--- src/hdl/stage_route_pkg.sv ---
// Shared constants and types for the stage input routing register bank
package stage_route_pkg;

  localparam int STAGE_COUNT  = 12;
  localparam int SENSOR_COUNT = 14;
  localparam int LOW_INPUTS   = 7;
  localparam int FIELD_W      = 2;
  localparam int REG_W        = 16;
  localparam int AXI_ADDR_W   = 12;
  localparam int AXI_DATA_W   = 32;
  localparam int STAGE_W      = 4;

  // Two-bit routing codes of one sensor input
  localparam logic [1:0] ROUTE_OPEN = 2'h0;
  localparam logic [1:0] ROUTE_NEG  = 2'h1;
  localparam logic [1:0] ROUTE_POS  = 2'h2;
  localparam logic [1:0] ROUTE_BIAS = 2'h3;

  // Byte offsets: stage n low word at n*STAGE_STRIDE, high word 4 above it
  localparam logic [11:0] ROUTE_LOW_OFFSET  = 12'h000;
  localparam logic [11:0] ROUTE_HIGH_OFFSET = 12'h004;
  localparam logic [11:0] STAGE_STRIDE      = 12'h008;
  localparam logic [11:0] STATUS_OFFSET     = 12'h060;

  // Field positions
  localparam int NEG_OFF_BIT     = 14;
  localparam int POS_OFF_BIT     = 15;
  localparam int STATUS_ACT_BIT  = 0;
  localparam int STATUS_STAGE_LO = 4;

  localparam logic [15:0] LOW_VALID_MASK = 16'h3FFF;
  localparam logic [15:0] ROUTE_RESET    = 16'h0000;

  localparam logic [1:0] RESP_OKAY   = 2'h0;
  localparam logic [1:0] RESP_SLVERR = 2'h2;

  typedef enum logic [1:0] {
    RD_IDLE = 2'h0,
    RD_WAIT = 2'h1,
    RD_RESP = 2'h3
  } rd_state_e;

  typedef struct packed {
    logic               route;
    logic               status;
    logic               high;
    logic [STAGE_W-1:0] stage;
  } reg_hit_s;

endpackage

--- src/hdl/route_mem.sv ---
// Small routing memory: one byte-masked write port, two registered read ports
`timescale 1ns/1ps
module route_mem #(
  parameter int               WIDTH       = 32,
  parameter int               DEPTH       = 12,
  parameter int               AW          = 4,
  parameter logic [WIDTH-1:0] RESET_VALUE = '0
) (
  input  wire logic               aclk,
  input  wire logic               aresetn,
  input  wire logic               we,
  input  wire logic [AW-1:0]      waddr,
  input  wire logic [WIDTH/8-1:0] wbe,
  input  wire logic [WIDTH-1:0]   wdata,
  input  wire logic [AW-1:0]      raddr_a,
  output logic      [WIDTH-1:0]   rdata_a,
  input  wire logic [AW-1:0]      raddr_b,
  output logic      [WIDTH-1:0]   rdata_b
);

  logic [WIDTH-1:0] mem         [DEPTH];
  logic [WIDTH-1:0] next_mem    [DEPTH];
  logic [WIDTH-1:0] next_rdata_a;
  logic [WIDTH-1:0] next_rdata_b;

  always_comb begin
    next_mem = mem;
    if (we && int'(waddr) < DEPTH) begin
      for (int l = 0; l < WIDTH / 8; l++) begin
        if (wbe[l]) begin
          next_mem[waddr][8*l +: 8] = wdata[8*l +: 8];
        end
      end
    end
    next_rdata_a = (int'(raddr_a) < DEPTH) ? mem[raddr_a] : '0;
    next_rdata_b = (int'(raddr_b) < DEPTH) ? mem[raddr_b] : '0;
  end

  always_ff @(posedge aclk) begin
    if (!aresetn) begin
      for (int i = 0; i < DEPTH; i++) begin
        mem[i] <= RESET_VALUE;
      end
      rdata_a <= '0;
      rdata_b <= '0;
    end else begin
      mem     <= next_mem;
      rdata_a <= next_rdata_a;
      rdata_b <= next_rdata_b;
    end
  end

endmodule

--- src/hdl/stage_input_routing_regs.sv ---
// Per-stage sensor input routing registers with an AXI4-Lite slave
//
// The register addresses and the AXI4-Lite register port were left to the implementer.
`timescale 1ns/1ps
module stage_input_routing_regs
  import stage_route_pkg::*;
(
  input  wire logic                    aclk,
  input  wire logic                    aresetn,
  input  wire logic [AXI_ADDR_W-1:0]   s_axi_awaddr,
  input  wire logic [2:0]              s_axi_awprot,
  input  wire logic                    s_axi_awvalid,
  output logic                         s_axi_awready,
  input  wire logic [AXI_DATA_W-1:0]   s_axi_wdata,
  input  wire logic [AXI_DATA_W/8-1:0] s_axi_wstrb,
  input  wire logic                    s_axi_wvalid,
  output logic                         s_axi_wready,
  output logic [1:0]                   s_axi_bresp,
  output logic                         s_axi_bvalid,
  input  wire logic                    s_axi_bready,
  input  wire logic [AXI_ADDR_W-1:0]   s_axi_araddr,
  input  wire logic [2:0]              s_axi_arprot,
  input  wire logic                    s_axi_arvalid,
  output logic                         s_axi_arready,
  output logic [AXI_DATA_W-1:0]        s_axi_rdata,
  output logic [1:0]                   s_axi_rresp,
  output logic                         s_axi_rvalid,
  input  wire logic                    s_axi_rready,
  input  wire logic                    conv_active,
  input  wire logic [STAGE_W-1:0]      conv_stage,
  output logic [SENSOR_COUNT-1:0]      sensor_input_pos,
  output logic [SENSOR_COUNT-1:0]      sensor_input_neg,
  output logic [SENSOR_COUNT-1:0]      sensor_input_bias,
  output logic                         neg_frontend_offset_off,
  output logic                         pos_frontend_offset_off
);

  // Address decode shared by the write and read paths
  function automatic reg_hit_s decode_addr(input logic [AXI_ADDR_W-1:0] addr);
    reg_hit_s h;
    logic [AXI_ADDR_W-1:0] idx;
    h        = '0;
    idx      = addr / STAGE_STRIDE;
    h.stage  = idx[STAGE_W-1:0];
    h.high   = (addr % STAGE_STRIDE) == ROUTE_HIGH_OFFSET;
    h.route  = (addr[1:0] == 2'h0) && (int'(idx) < STAGE_COUNT);
    h.status = (addr == STATUS_OFFSET);
    return h;
  endfunction

  // Write path state
  logic                    aw_held;
  logic                    next_aw_held;
  logic [AXI_ADDR_W-1:0]   aw_addr;
  logic [AXI_ADDR_W-1:0]   next_aw_addr;
  logic                    w_held;
  logic                    next_w_held;
  logic [REG_W-1:0]        w_data;
  logic [REG_W-1:0]        next_w_data;
  logic [1:0]              w_strb;
  logic [1:0]              next_w_strb;
  logic                    bvalid;
  logic                    next_bvalid;
  logic [1:0]              bresp;
  logic [1:0]              next_bresp;
  reg_hit_s                wr_hit;
  logic                    do_write;
  logic                    mem_we;
  logic [3:0]              mem_wbe;
  logic [2*REG_W-1:0]      mem_wdata;

  // Read path state
  reg_hit_s                ar_hit;
  rd_state_e               rd_state;
  rd_state_e               next_rd_state;
  reg_hit_s                rd_hit;
  reg_hit_s                next_rd_hit;
  logic [AXI_DATA_W-1:0]   rdata;
  logic [AXI_DATA_W-1:0]   next_rdata;
  logic [1:0]              rresp;
  logic [1:0]              next_rresp;

  // Routing pipeline state
  logic                    stage_valid;
  logic                    next_stage_valid;
  logic [STAGE_W-1:0]      stage_sel;
  logic [STAGE_W-1:0]      next_stage_sel;
  logic                    applied_active;
  logic [STAGE_W-1:0]      applied_stage;
  logic [SENSOR_COUNT-1:0] next_pos;
  logic [SENSOR_COUNT-1:0] next_neg;
  logic [SENSOR_COUNT-1:0] next_bias;
  logic                    next_neg_off;
  logic                    next_pos_off;
  logic [2*REG_W-1:0]      mem_rdata_a;
  logic [2*REG_W-1:0]      mem_rdata_b;
  logic [2*FIELD_W*LOW_INPUTS-1:0] fields;

  assign s_axi_awready = !aw_held;
  assign s_axi_wready  = !w_held;
  assign s_axi_bvalid  = bvalid;
  assign s_axi_bresp   = bresp;
  assign s_axi_arready = (rd_state == RD_IDLE);
  assign s_axi_rvalid  = (rd_state == RD_RESP);
  assign s_axi_rdata   = rdata;
  assign s_axi_rresp   = rresp;

  assign wr_hit   = decode_addr(aw_addr);
  assign ar_hit   = decode_addr(s_axi_araddr);
  assign do_write = aw_held && w_held && !bvalid;
  assign mem_we   = do_write && wr_hit.route;
  assign mem_wbe  = wr_hit.high ? {w_strb, 2'h0} : {2'h0, w_strb};
  // Unused top bits of the low word are never stored, so they read back as zero
  assign mem_wdata = {w_data, w_data & LOW_VALID_MASK};

  always_comb begin
    next_aw_held = aw_held;
    next_aw_addr = aw_addr;
    next_w_held  = w_held;
    next_w_data  = w_data;
    next_w_strb  = w_strb;
    next_bvalid  = bvalid;
    next_bresp   = bresp;
    if (s_axi_awvalid && !aw_held) begin
      next_aw_held = 1'b1;
      next_aw_addr = s_axi_awaddr;
    end
    if (s_axi_wvalid && !w_held) begin
      next_w_held = 1'b1;
      next_w_data = s_axi_wdata[REG_W-1:0];
      next_w_strb = s_axi_wstrb[1:0];
    end
    if (bvalid && s_axi_bready) begin
      next_bvalid = 1'b0;
    end
    if (do_write) begin
      next_aw_held = 1'b0;
      next_w_held  = 1'b0;
      next_bvalid  = 1'b1;
      next_bresp   = wr_hit.route ? RESP_OKAY : RESP_SLVERR;
    end
  end

  always_ff @(posedge aclk) begin
    if (!aresetn) begin
      aw_held <= 1'b0;
      aw_addr <= '0;
      w_held  <= 1'b0;
      w_data  <= '0;
      w_strb  <= '0;
      bvalid  <= 1'b0;
      bresp   <= RESP_OKAY;
    end else begin
      aw_held <= next_aw_held;
      aw_addr <= next_aw_addr;
      w_held  <= next_w_held;
      w_data  <= next_w_data;
      w_strb  <= next_w_strb;
      bvalid  <= next_bvalid;
      bresp   <= next_bresp;
    end
  end

  // Read: address taken, one cycle for the registered memory port, then answer
  always_comb begin
    next_rd_state = rd_state;
    next_rd_hit   = rd_hit;
    next_rdata    = rdata;
    next_rresp    = rresp;
    case (rd_state)
      RD_IDLE: begin
        if (s_axi_arvalid) begin
          next_rd_hit   = ar_hit;
          next_rd_state = RD_WAIT;
        end
      end
      RD_WAIT: begin
        next_rresp = RESP_OKAY;
        next_rdata = '0;
        if (rd_hit.route) begin
          next_rdata[REG_W-1:0] = rd_hit.high ? mem_rdata_a[2*REG_W-1:REG_W] : mem_rdata_a[REG_W-1:0];
        end else if (rd_hit.status) begin
          next_rdata[STATUS_ACT_BIT] = applied_active;
          next_rdata[STATUS_STAGE_LO +: STAGE_W] = applied_stage;
        end else begin
          next_rresp = RESP_SLVERR;
        end
        next_rd_state = RD_RESP;
      end
      RD_RESP: begin
        if (s_axi_rready) begin
          next_rd_state = RD_IDLE;
        end
      end
      default: begin
        next_rd_state = RD_IDLE;
      end
    endcase
  end

  always_ff @(posedge aclk) begin
    if (!aresetn) begin
      rd_state <= RD_IDLE;
      rd_hit   <= '0;
      rdata    <= '0;
      rresp    <= RESP_OKAY;
    end else begin
      rd_state <= next_rd_state;
      rd_hit   <= next_rd_hit;
      rdata    <= next_rdata;
      rresp    <= next_rresp;
    end
  end

  // One word per stage keeps both halves available to the router in one read
  route_mem #(
    .WIDTH       (2 * REG_W),
    .DEPTH       (STAGE_COUNT),
    .AW          (STAGE_W),
    .RESET_VALUE ({ROUTE_RESET, ROUTE_RESET & LOW_VALID_MASK})
  ) u_route_mem (
    .aclk    (aclk),
    .aresetn (aresetn),
    .we      (mem_we),
    .waddr   (wr_hit.stage),
    .wbe     (mem_wbe),
    .wdata   (mem_wdata),
    // Addressed straight from the bus while idle, so the word is ready by the wait state
    .raddr_a ((rd_state == RD_IDLE) ? ar_hit.stage : rd_hit.stage),
    .rdata_a (mem_rdata_a),
    .raddr_b (conv_stage),
    .rdata_b (mem_rdata_b)
  );

  // Only a converting stage with a valid number drives the switch matrix
  assign next_stage_valid = conv_active && (int'(conv_stage) < STAGE_COUNT);
  assign next_stage_sel   = conv_stage;

  // Inputs 0-6 from the low word, 7-13 from the high word, two bits each
  assign fields = {mem_rdata_b[REG_W +: 2*LOW_INPUTS], mem_rdata_b[0 +: 2*LOW_INPUTS]};

  generate
    for (genvar i = 0; i < SENSOR_COUNT; i++) begin : g_route
      always_comb begin
        next_pos[i]  = stage_valid && fields[FIELD_W*i +: FIELD_W] == ROUTE_POS;
        next_neg[i]  = stage_valid && fields[FIELD_W*i +: FIELD_W] == ROUTE_NEG;
        next_bias[i] = stage_valid && fields[FIELD_W*i +: FIELD_W] == ROUTE_BIAS;
        // Code 00 asserts none of the three, so the input floats free
      end
    end
  endgenerate

  assign next_neg_off = stage_valid && mem_rdata_b[REG_W + NEG_OFF_BIT];
  assign next_pos_off = stage_valid && mem_rdata_b[REG_W + POS_OFF_BIT];

  always_ff @(posedge aclk) begin
    if (!aresetn) begin
      stage_valid             <= 1'b0;
      stage_sel               <= '0;
      applied_active          <= 1'b0;
      applied_stage           <= '0;
      sensor_input_pos        <= '0;
      sensor_input_neg        <= '0;
      sensor_input_bias       <= '0;
      neg_frontend_offset_off <= 1'b0;
      pos_frontend_offset_off <= 1'b0;
    end else begin
      stage_valid             <= next_stage_valid;
      stage_sel               <= next_stage_sel;
      applied_active          <= stage_valid;
      applied_stage           <= stage_sel;
      sensor_input_pos        <= next_pos;
      sensor_input_neg        <= next_neg;
      sensor_input_bias       <= next_bias;
      neg_frontend_offset_off <= next_neg_off;
      pos_frontend_offset_off <= next_pos_off;
    end
  end

endmodule

--- config.mk ---
export PLATFORM = sky130hd
export DESIGN_NAME = stage_input_routing_regs
export DESIGN_NICKNAME = d
export VERILOG_FILES = /design/src/hdl/stage_route_pkg.sv /design/src/hdl/route_mem.sv /design/src/hdl/stage_input_routing_regs.sv
export SDC_FILE = /design/constraint.sdc
export NUM_CORES = 1
export LEC_CHECK = 0
export BUFFER_PORTS_ARGS = -buffer_cell sky130_fd_sc_hd__buf_2
export CORE_MARGIN = 1.5
export CORE_UTILIZATION = 55
export DETAILED_ROUTE_END_ITERATION = 7
export GPL_ROUTABILITY_DRIVEN = 0
export PLACE_DENSITY = 0.8
export SYNTH_ARGS = -nofsm -noshare
export SYNTH_HDL_FRONTEND = slang
export SYNTH_HIERARCHICAL = 1
export SYNTH_SLANG_ARGS = --single-unit
--- constraint.sdc ---
create_clock -name aclk -period 4.99 [get_ports aclk]
set_input_delay 0.7485 -clock aclk [delete_from_list [all_inputs] [get_ports aclk]]
set_output_delay 0.7485 -clock aclk [all_outputs]
set_load 0.03 [all_outputs]
; ---- Word-level counts from Yosys, hierarchy flattened
; Cells that the tools add are included.
[word_totals]
ff_bits = 564
in_bits = 78
out_inout_bits = 85
elab_cells = 208
[op_classes]
order_cmp = 9
eq_ne = 49
n_mux = 42
n_bitwise = 4
reduce_logical = 67
[ops]
columns = op, n
row1 = two-way mux 384 bit, 7
row2 = bitwise mux 384 bit, 4
row3 = demux 32 bit (select 4 bit), 4
row4 = binary-select mux 32 bit (select 4 bit), 2
row5 = two-way mux 32 bit, 5
row6 = == test 2 bit (second input constant), 29
row7 = logical AND 1 bit, 55
row8 = two-way mux 16 bit, 2
row9 = == test 2 x 1 -> 1 bit (second input constant), 15
row10 = two-way mux 24 bit, 1
row11 = < comparator 9 x 4 -> 1 bit (second input constant), 2
row12 = two-way mux 4 bit, 4
row13 = two-way mux 8 bit, 2
row14 = >= comparator 5 bit (second input constant), 3
row15 = inverter 4 -> 5 bit, 3
row16 = == test 12 x 7 -> 1 bit (second input constant), 1
row17 = < comparator 4 bit (second input constant), 3
row18 = two-way mux 2 bit, 5
row19 = AND reduction 2 bit, 4
row20 = == test 3 bit (second input constant), 2
row21 = zero test 2 bit, 3
row22 = one-hot mux 2 bit (3 select lines), 1
row23 = < comparator 5 x 1 -> 1 bit (second input constant), 1
row24 = two-way mux 1 bit, 4
row25 = 7 further kinds, 9

; ---- Depth between registers and ports, before layout
[logic_depth]
depth_word = 16
depth_mapped = 9
depth_no_buf = 6

; ---- Cells and area by module
; The synthesis kept the hierarchy.
[modules_own_cells]
columns = mod, n_inst, cells_each, area_per_inst_um2, seq_area_each_um2
row1 = route_mem, 1, 2569, 24546.0, 8968.6
row2 = stage_input_routing_regs, 1, 448, 4242.8, 2282.2

; ---- Worst setup path before layout
; No wires, ideal clock.
[synth_timing]
kind = flip-flop to flip-flop
startpoint = register rd_state[1]
endpoint = register u_route_mem.rdata_a[11]
setup_ns = 0.130
arrival_ns = 2.457
required_ns = 4.860
path_slack_ns = 2.402
path_stages_with_launch = 10
n_path_buf = 4
period_less_slack_ns = 2.588
cell_sequence = dfxtp_1 nor2_1 mux2_2 buf_4 buf_4 buf_4 buf_4 mux4_2 nand2_1 o31ai_1
[synth_via]
elab_chain_cells = 6
elab_cells_between_ends = 8
cone_classes = order compare: 1 / mux: 4 / bitwise: 1 / reduce/logical: 2
[synth_lines]
columns = item, line_no
row1 = from (decl), stage_input_routing_regs.sv:74  ; rd_state_e rd_state;
row2 = from (signal assigned), stage_input_routing_regs.sv:208  ; rd_state <= next_rd_state;
row3 = zero test 2 bit *, --
row4 = via s_axi_arready, stage_input_routing_regs.sv:24  ; output logic s_axi_arready,
row5 = two-way mux 4 bit *, stage_input_routing_regs.sv:229  ; .raddr_a ((rd_state == RD_IDLE) ? ar_hit.stage : rd_hit.stage),
row6 = inverter 4 -> 5 bit (not written as such), route_mem.sv:35  ; next_rdata_a = (int'(raddr_a) < DEPTH) ? mem[raddr_a] : '0;
row7 = binary-select mux 32 bit (select 4 bit), route_mem.sv:35
row8 = two-way mux 32 bit (not written as such) (2 in a row), route_mem.sv:35
row9 = to (signal assigned), route_mem.sv:48  ; rdata_a <= next_rdata_a;
row10 = to (decl), route_mem.sv:16  ; output logic [WIDTH-1:0] rdata_a,
; Mark *: on every way through the listed nets, which the timed path passes. The rest lies on a longest branch. The select of a mux whose other input is x is not followed.
; A chain may end at the register's enable or synchronous reset.

; ---- Final worst setup path
[layout_timing]
startpoint = register rd_state[1]
endpoint = register u_route_mem.rdata_a[15]
[layout_via]
elab_chain_cells = 6
elab_cells_between_ends = 8
cone_classes = order compare: 1 / mux: 4 / bitwise: 1 / reduce/logical: 2
[layout_lines]
columns = item, line_no
row1 = zero test 2 bit *, stage_input_routing_regs.sv:229
row2 = two-way mux 4 bit *, stage_input_routing_regs.sv:229
row3 = inverter 4 -> 5 bit (not written as such), route_mem.sv:35
row4 = binary-select mux 32 bit (select 4 bit), route_mem.sv:35
row5 = two-way mux 32 bit (not written as such) (2 in a row), route_mem.sv:35
; Every way passes the cells marked *; elsewhere a longest branch is shown, timed or not. The select of a mux whose other input is x is not followed.

==> key figures <==
Run status
  – Status: completed

Route
  – First-pass DRT Iterations: 8
  – Vias: around 26000
  – Via density per instance: about 7.5
  – Drt wl/cell: between 20 and 30 um
  – Routed Antenna Nets: 0
  – Routed wire length: ~97000 um
  – Starting DRT DRC Count: ~4500
  – DR DRC count: 0

Power
  – Power, Total: approximately 10 mW
  – Sequential power share: 0.446
  – Sw frac: 0.2735
  – Lkg Pwr: 9.960 nW
  – Int Pwr: roughly 7.6 mW
  – Clock power share: 0.446
  – Power Density: 339.6 nW/um^2
  – Peak VDD IR: between 200 and 300 uV
  – Switching power: 2.848 mW
  – Comb pwr share: 0.107

Worst hold path
  – Hold WC Path Type: in -> reg
  – Hold depth: 2
  – Hold endpoint: rd_state[1]
  – HP Start: s_axi_rready

Floorplanning
  – DIE HEIGHT: around 230 um
  – # rows: 83
  – IO Pins: about 160
  – Width of the die: 230.9 um
  – Initial Util: 0.5568
  – Core area: roughly 51000 sq um
  – Die Area: about 53000 sq um

Clock network
  – Post-CTS setup buffer count: 0
  – Clock Sinks: 560
  – Post-CTS sizing: 0
  – Clock Root Buffer: clkbuf_16
  – H-tree levels: 2
  – CTS Buf Count: 57
  – Clock Latency Late Sink: 0.66 ns
  – Hold buffers post-CTS: 0
  – CTS tree: done
  – Clk slew on worst S/H paths: approximately 0.06 ns
  – Clock Path Buffers: 3

Global route
  – Tot GR Track Use: 0.3508
  – First-pass GRT wire length: approximately 150000 um
  – Largest net degree at the start of global routing: between 150 and 200
  – Initial antenna violation count: 3
  – Remaining Overflow, GRT: 0
  – Vias in the first global route: 25910

Setup path
  – Crit path kind: reg -> reg
  – Reg-to-Reg Start: rd_state[1]
  – R2R Path End: u_route_mem/rdata_a[15]
  – R2R Setup Slk: approximately 1.6 ns
  – Crit path DAT: roughly 3.9 ns
  – Crit-path slowest cell: and3b_1
  – WP data required: around 5.5 ns
  – Cell Chain, Critical Path: nor2_1 -> mux2_2 -> and3b_1 -> buf_4 -> nand2_1 -> o31ai_1
  – Crit path largest cell delay: just under 0.9 ns
  – CP startpoint kind: register
  – Cells on worst reg2reg path: 6
  – CP Capture Type: register
  – CP max FO: 21

Yosys
  – Yosys warning count: 6
  – Syn_area_per_cell: 9.525 sq um
  – Cells after synthesis: 2999
  – Synthesized area: around 29000 sq um

Cells and area
  – Multi-input gate area: between 15000 and 20000 sq um
  – Area growth, synth to finish: 7.324%
  – Fraction of layout cells with a size suffix above 1: 0.2160
  – Sequential Area: 11210 sq um
  – Final #Nets: 2884
  – Layout fillers: ~4200
  – ANT cells: 0

Timing
  – Least-Margin Pin Slew: between 1 and 1.5 ns
  – Final Setup Violations: 0
  – Final Slew Violations: 0
  – Period utilisation layout: 0.6768
  – Hold Fails Final Rpt: 0
  – Slew headroom: 0.08341
  – Fmax achieved: slightly below 300 MHz
  – Final Skew: about 0.034 ns
  – Fin crit period: about 3.4 ns
  – RSZ-0062 raised after global routing: no
  – Setup TNS: 0 ns
  – Final setup margin: 1.613 ns

Place
  – Final HPWL DP: just over 50000 um
  – IO buf count: 120
  – Post-Place Worst Slack: 1.816 ns

Job
  – # Max-Cap Violations: 0
## sequential cells by signal, indices dropped and copies added, names as in the netlist, 4 cells and up
register,cells
u_route_mem/rdata_a,32
sensor_input_bias,14
s_axi_rdata,16
rd_hit,7
applied_stage,4
u_route_mem/rdata_b,30
sensor_input_pos,14
w_data,16
sensor_input_neg,14
stage_sel,4
u_route_mem/mem,384
aw_addr,12
## layout by cell type, fill, tap and decap left out, drive strengths merged, types with 18 or more instances in the layout
cell    instances
nand2         162
o22ai          62
o31ai         446
clkbuf         79
mux4          124
a21oi         386
a21boi         41
nor2           32
conb           24
nand4         385
buf           185
mux2          144
dfxtp         560
and3           18
nor2b          76
## power by group through the flow
stage                     clock network, mW  registers (mW)  logic, mW
after global routing                   4.84            4.65       1.14
after floorplan                           0            4.68      0.785
after detailed placement                  0            4.74       1.06
final                                  4.65            4.65       1.12
after CTS                              4.64            4.64       1.06
after global placement                    0            4.73       1.04
## per-layer routing
metal	vias up	GRT usage	wire, um	share of wire
li1	11130	-	-	-
met1	12550	0.4297	33630	0.35
met2	2106	0.5243	42020	0.44
met3	623	0.09585	12620	0.13
met4	6	0.2686	8255	0.085
met5	-	0	36	0.00037
## worst max-delay path, delay by kind of cell (launching register included)
family	cells	cell delay [ns]
AOI/OAI and AO/OA	1	0.16
DFF	1	0.38
buffers and inverters	1	0.53
and+or+nand+nor	3	1.43
muxes	1	0.70
## stage by stage
stage                     std cells  hold slack [ns]    util  cell area, sq um
after floorplan                3022           0.3954       -             28650
after global placement         3427           0.4074  0.5580             28630
after detailed placement       3427           0.4172  0.5580             28630
after CTS                      3532           0.2800  0.5976             30660
after global routing           3532           0.2958  0.5976             30660
final                          3532           0.2771  0.5976             30660
## cell type report
class	count	area share
multi-input cells	1994	0.4997
clock buffers	79	0.05412
repair buffers	185	0.03938
clock inverters	26	0.01220
flip-flops and latches	560	0.3657
well taps	680	0.02775
inverters	8	0.001224
## worst max-delay path by stage
stage          slack (ns)       startpoint  depth (start not counted)                 endpoint
6_report             1.61      rd_state[1]                          6  u_route_mem/rdata_a[15]
5_1_grt              1.65      rd_state[1]                          6  u_route_mem/rdata_a[15]
4_1_cts              1.79      rd_state[1]                          6  u_route_mem/rdata_a[15]
3_5_place_dp         1.82      rd_state[1]                          6  u_route_mem/rdata_a[15]
3_3_place_gp         1.94  s_axi_araddr[5]                          6  u_route_mem/rdata_a[15]
2_1_floorplan        2.40      rd_state[1]                          9  u_route_mem/rdata_a[11]
Note: power is estimated with default switching activity, not from simulation.
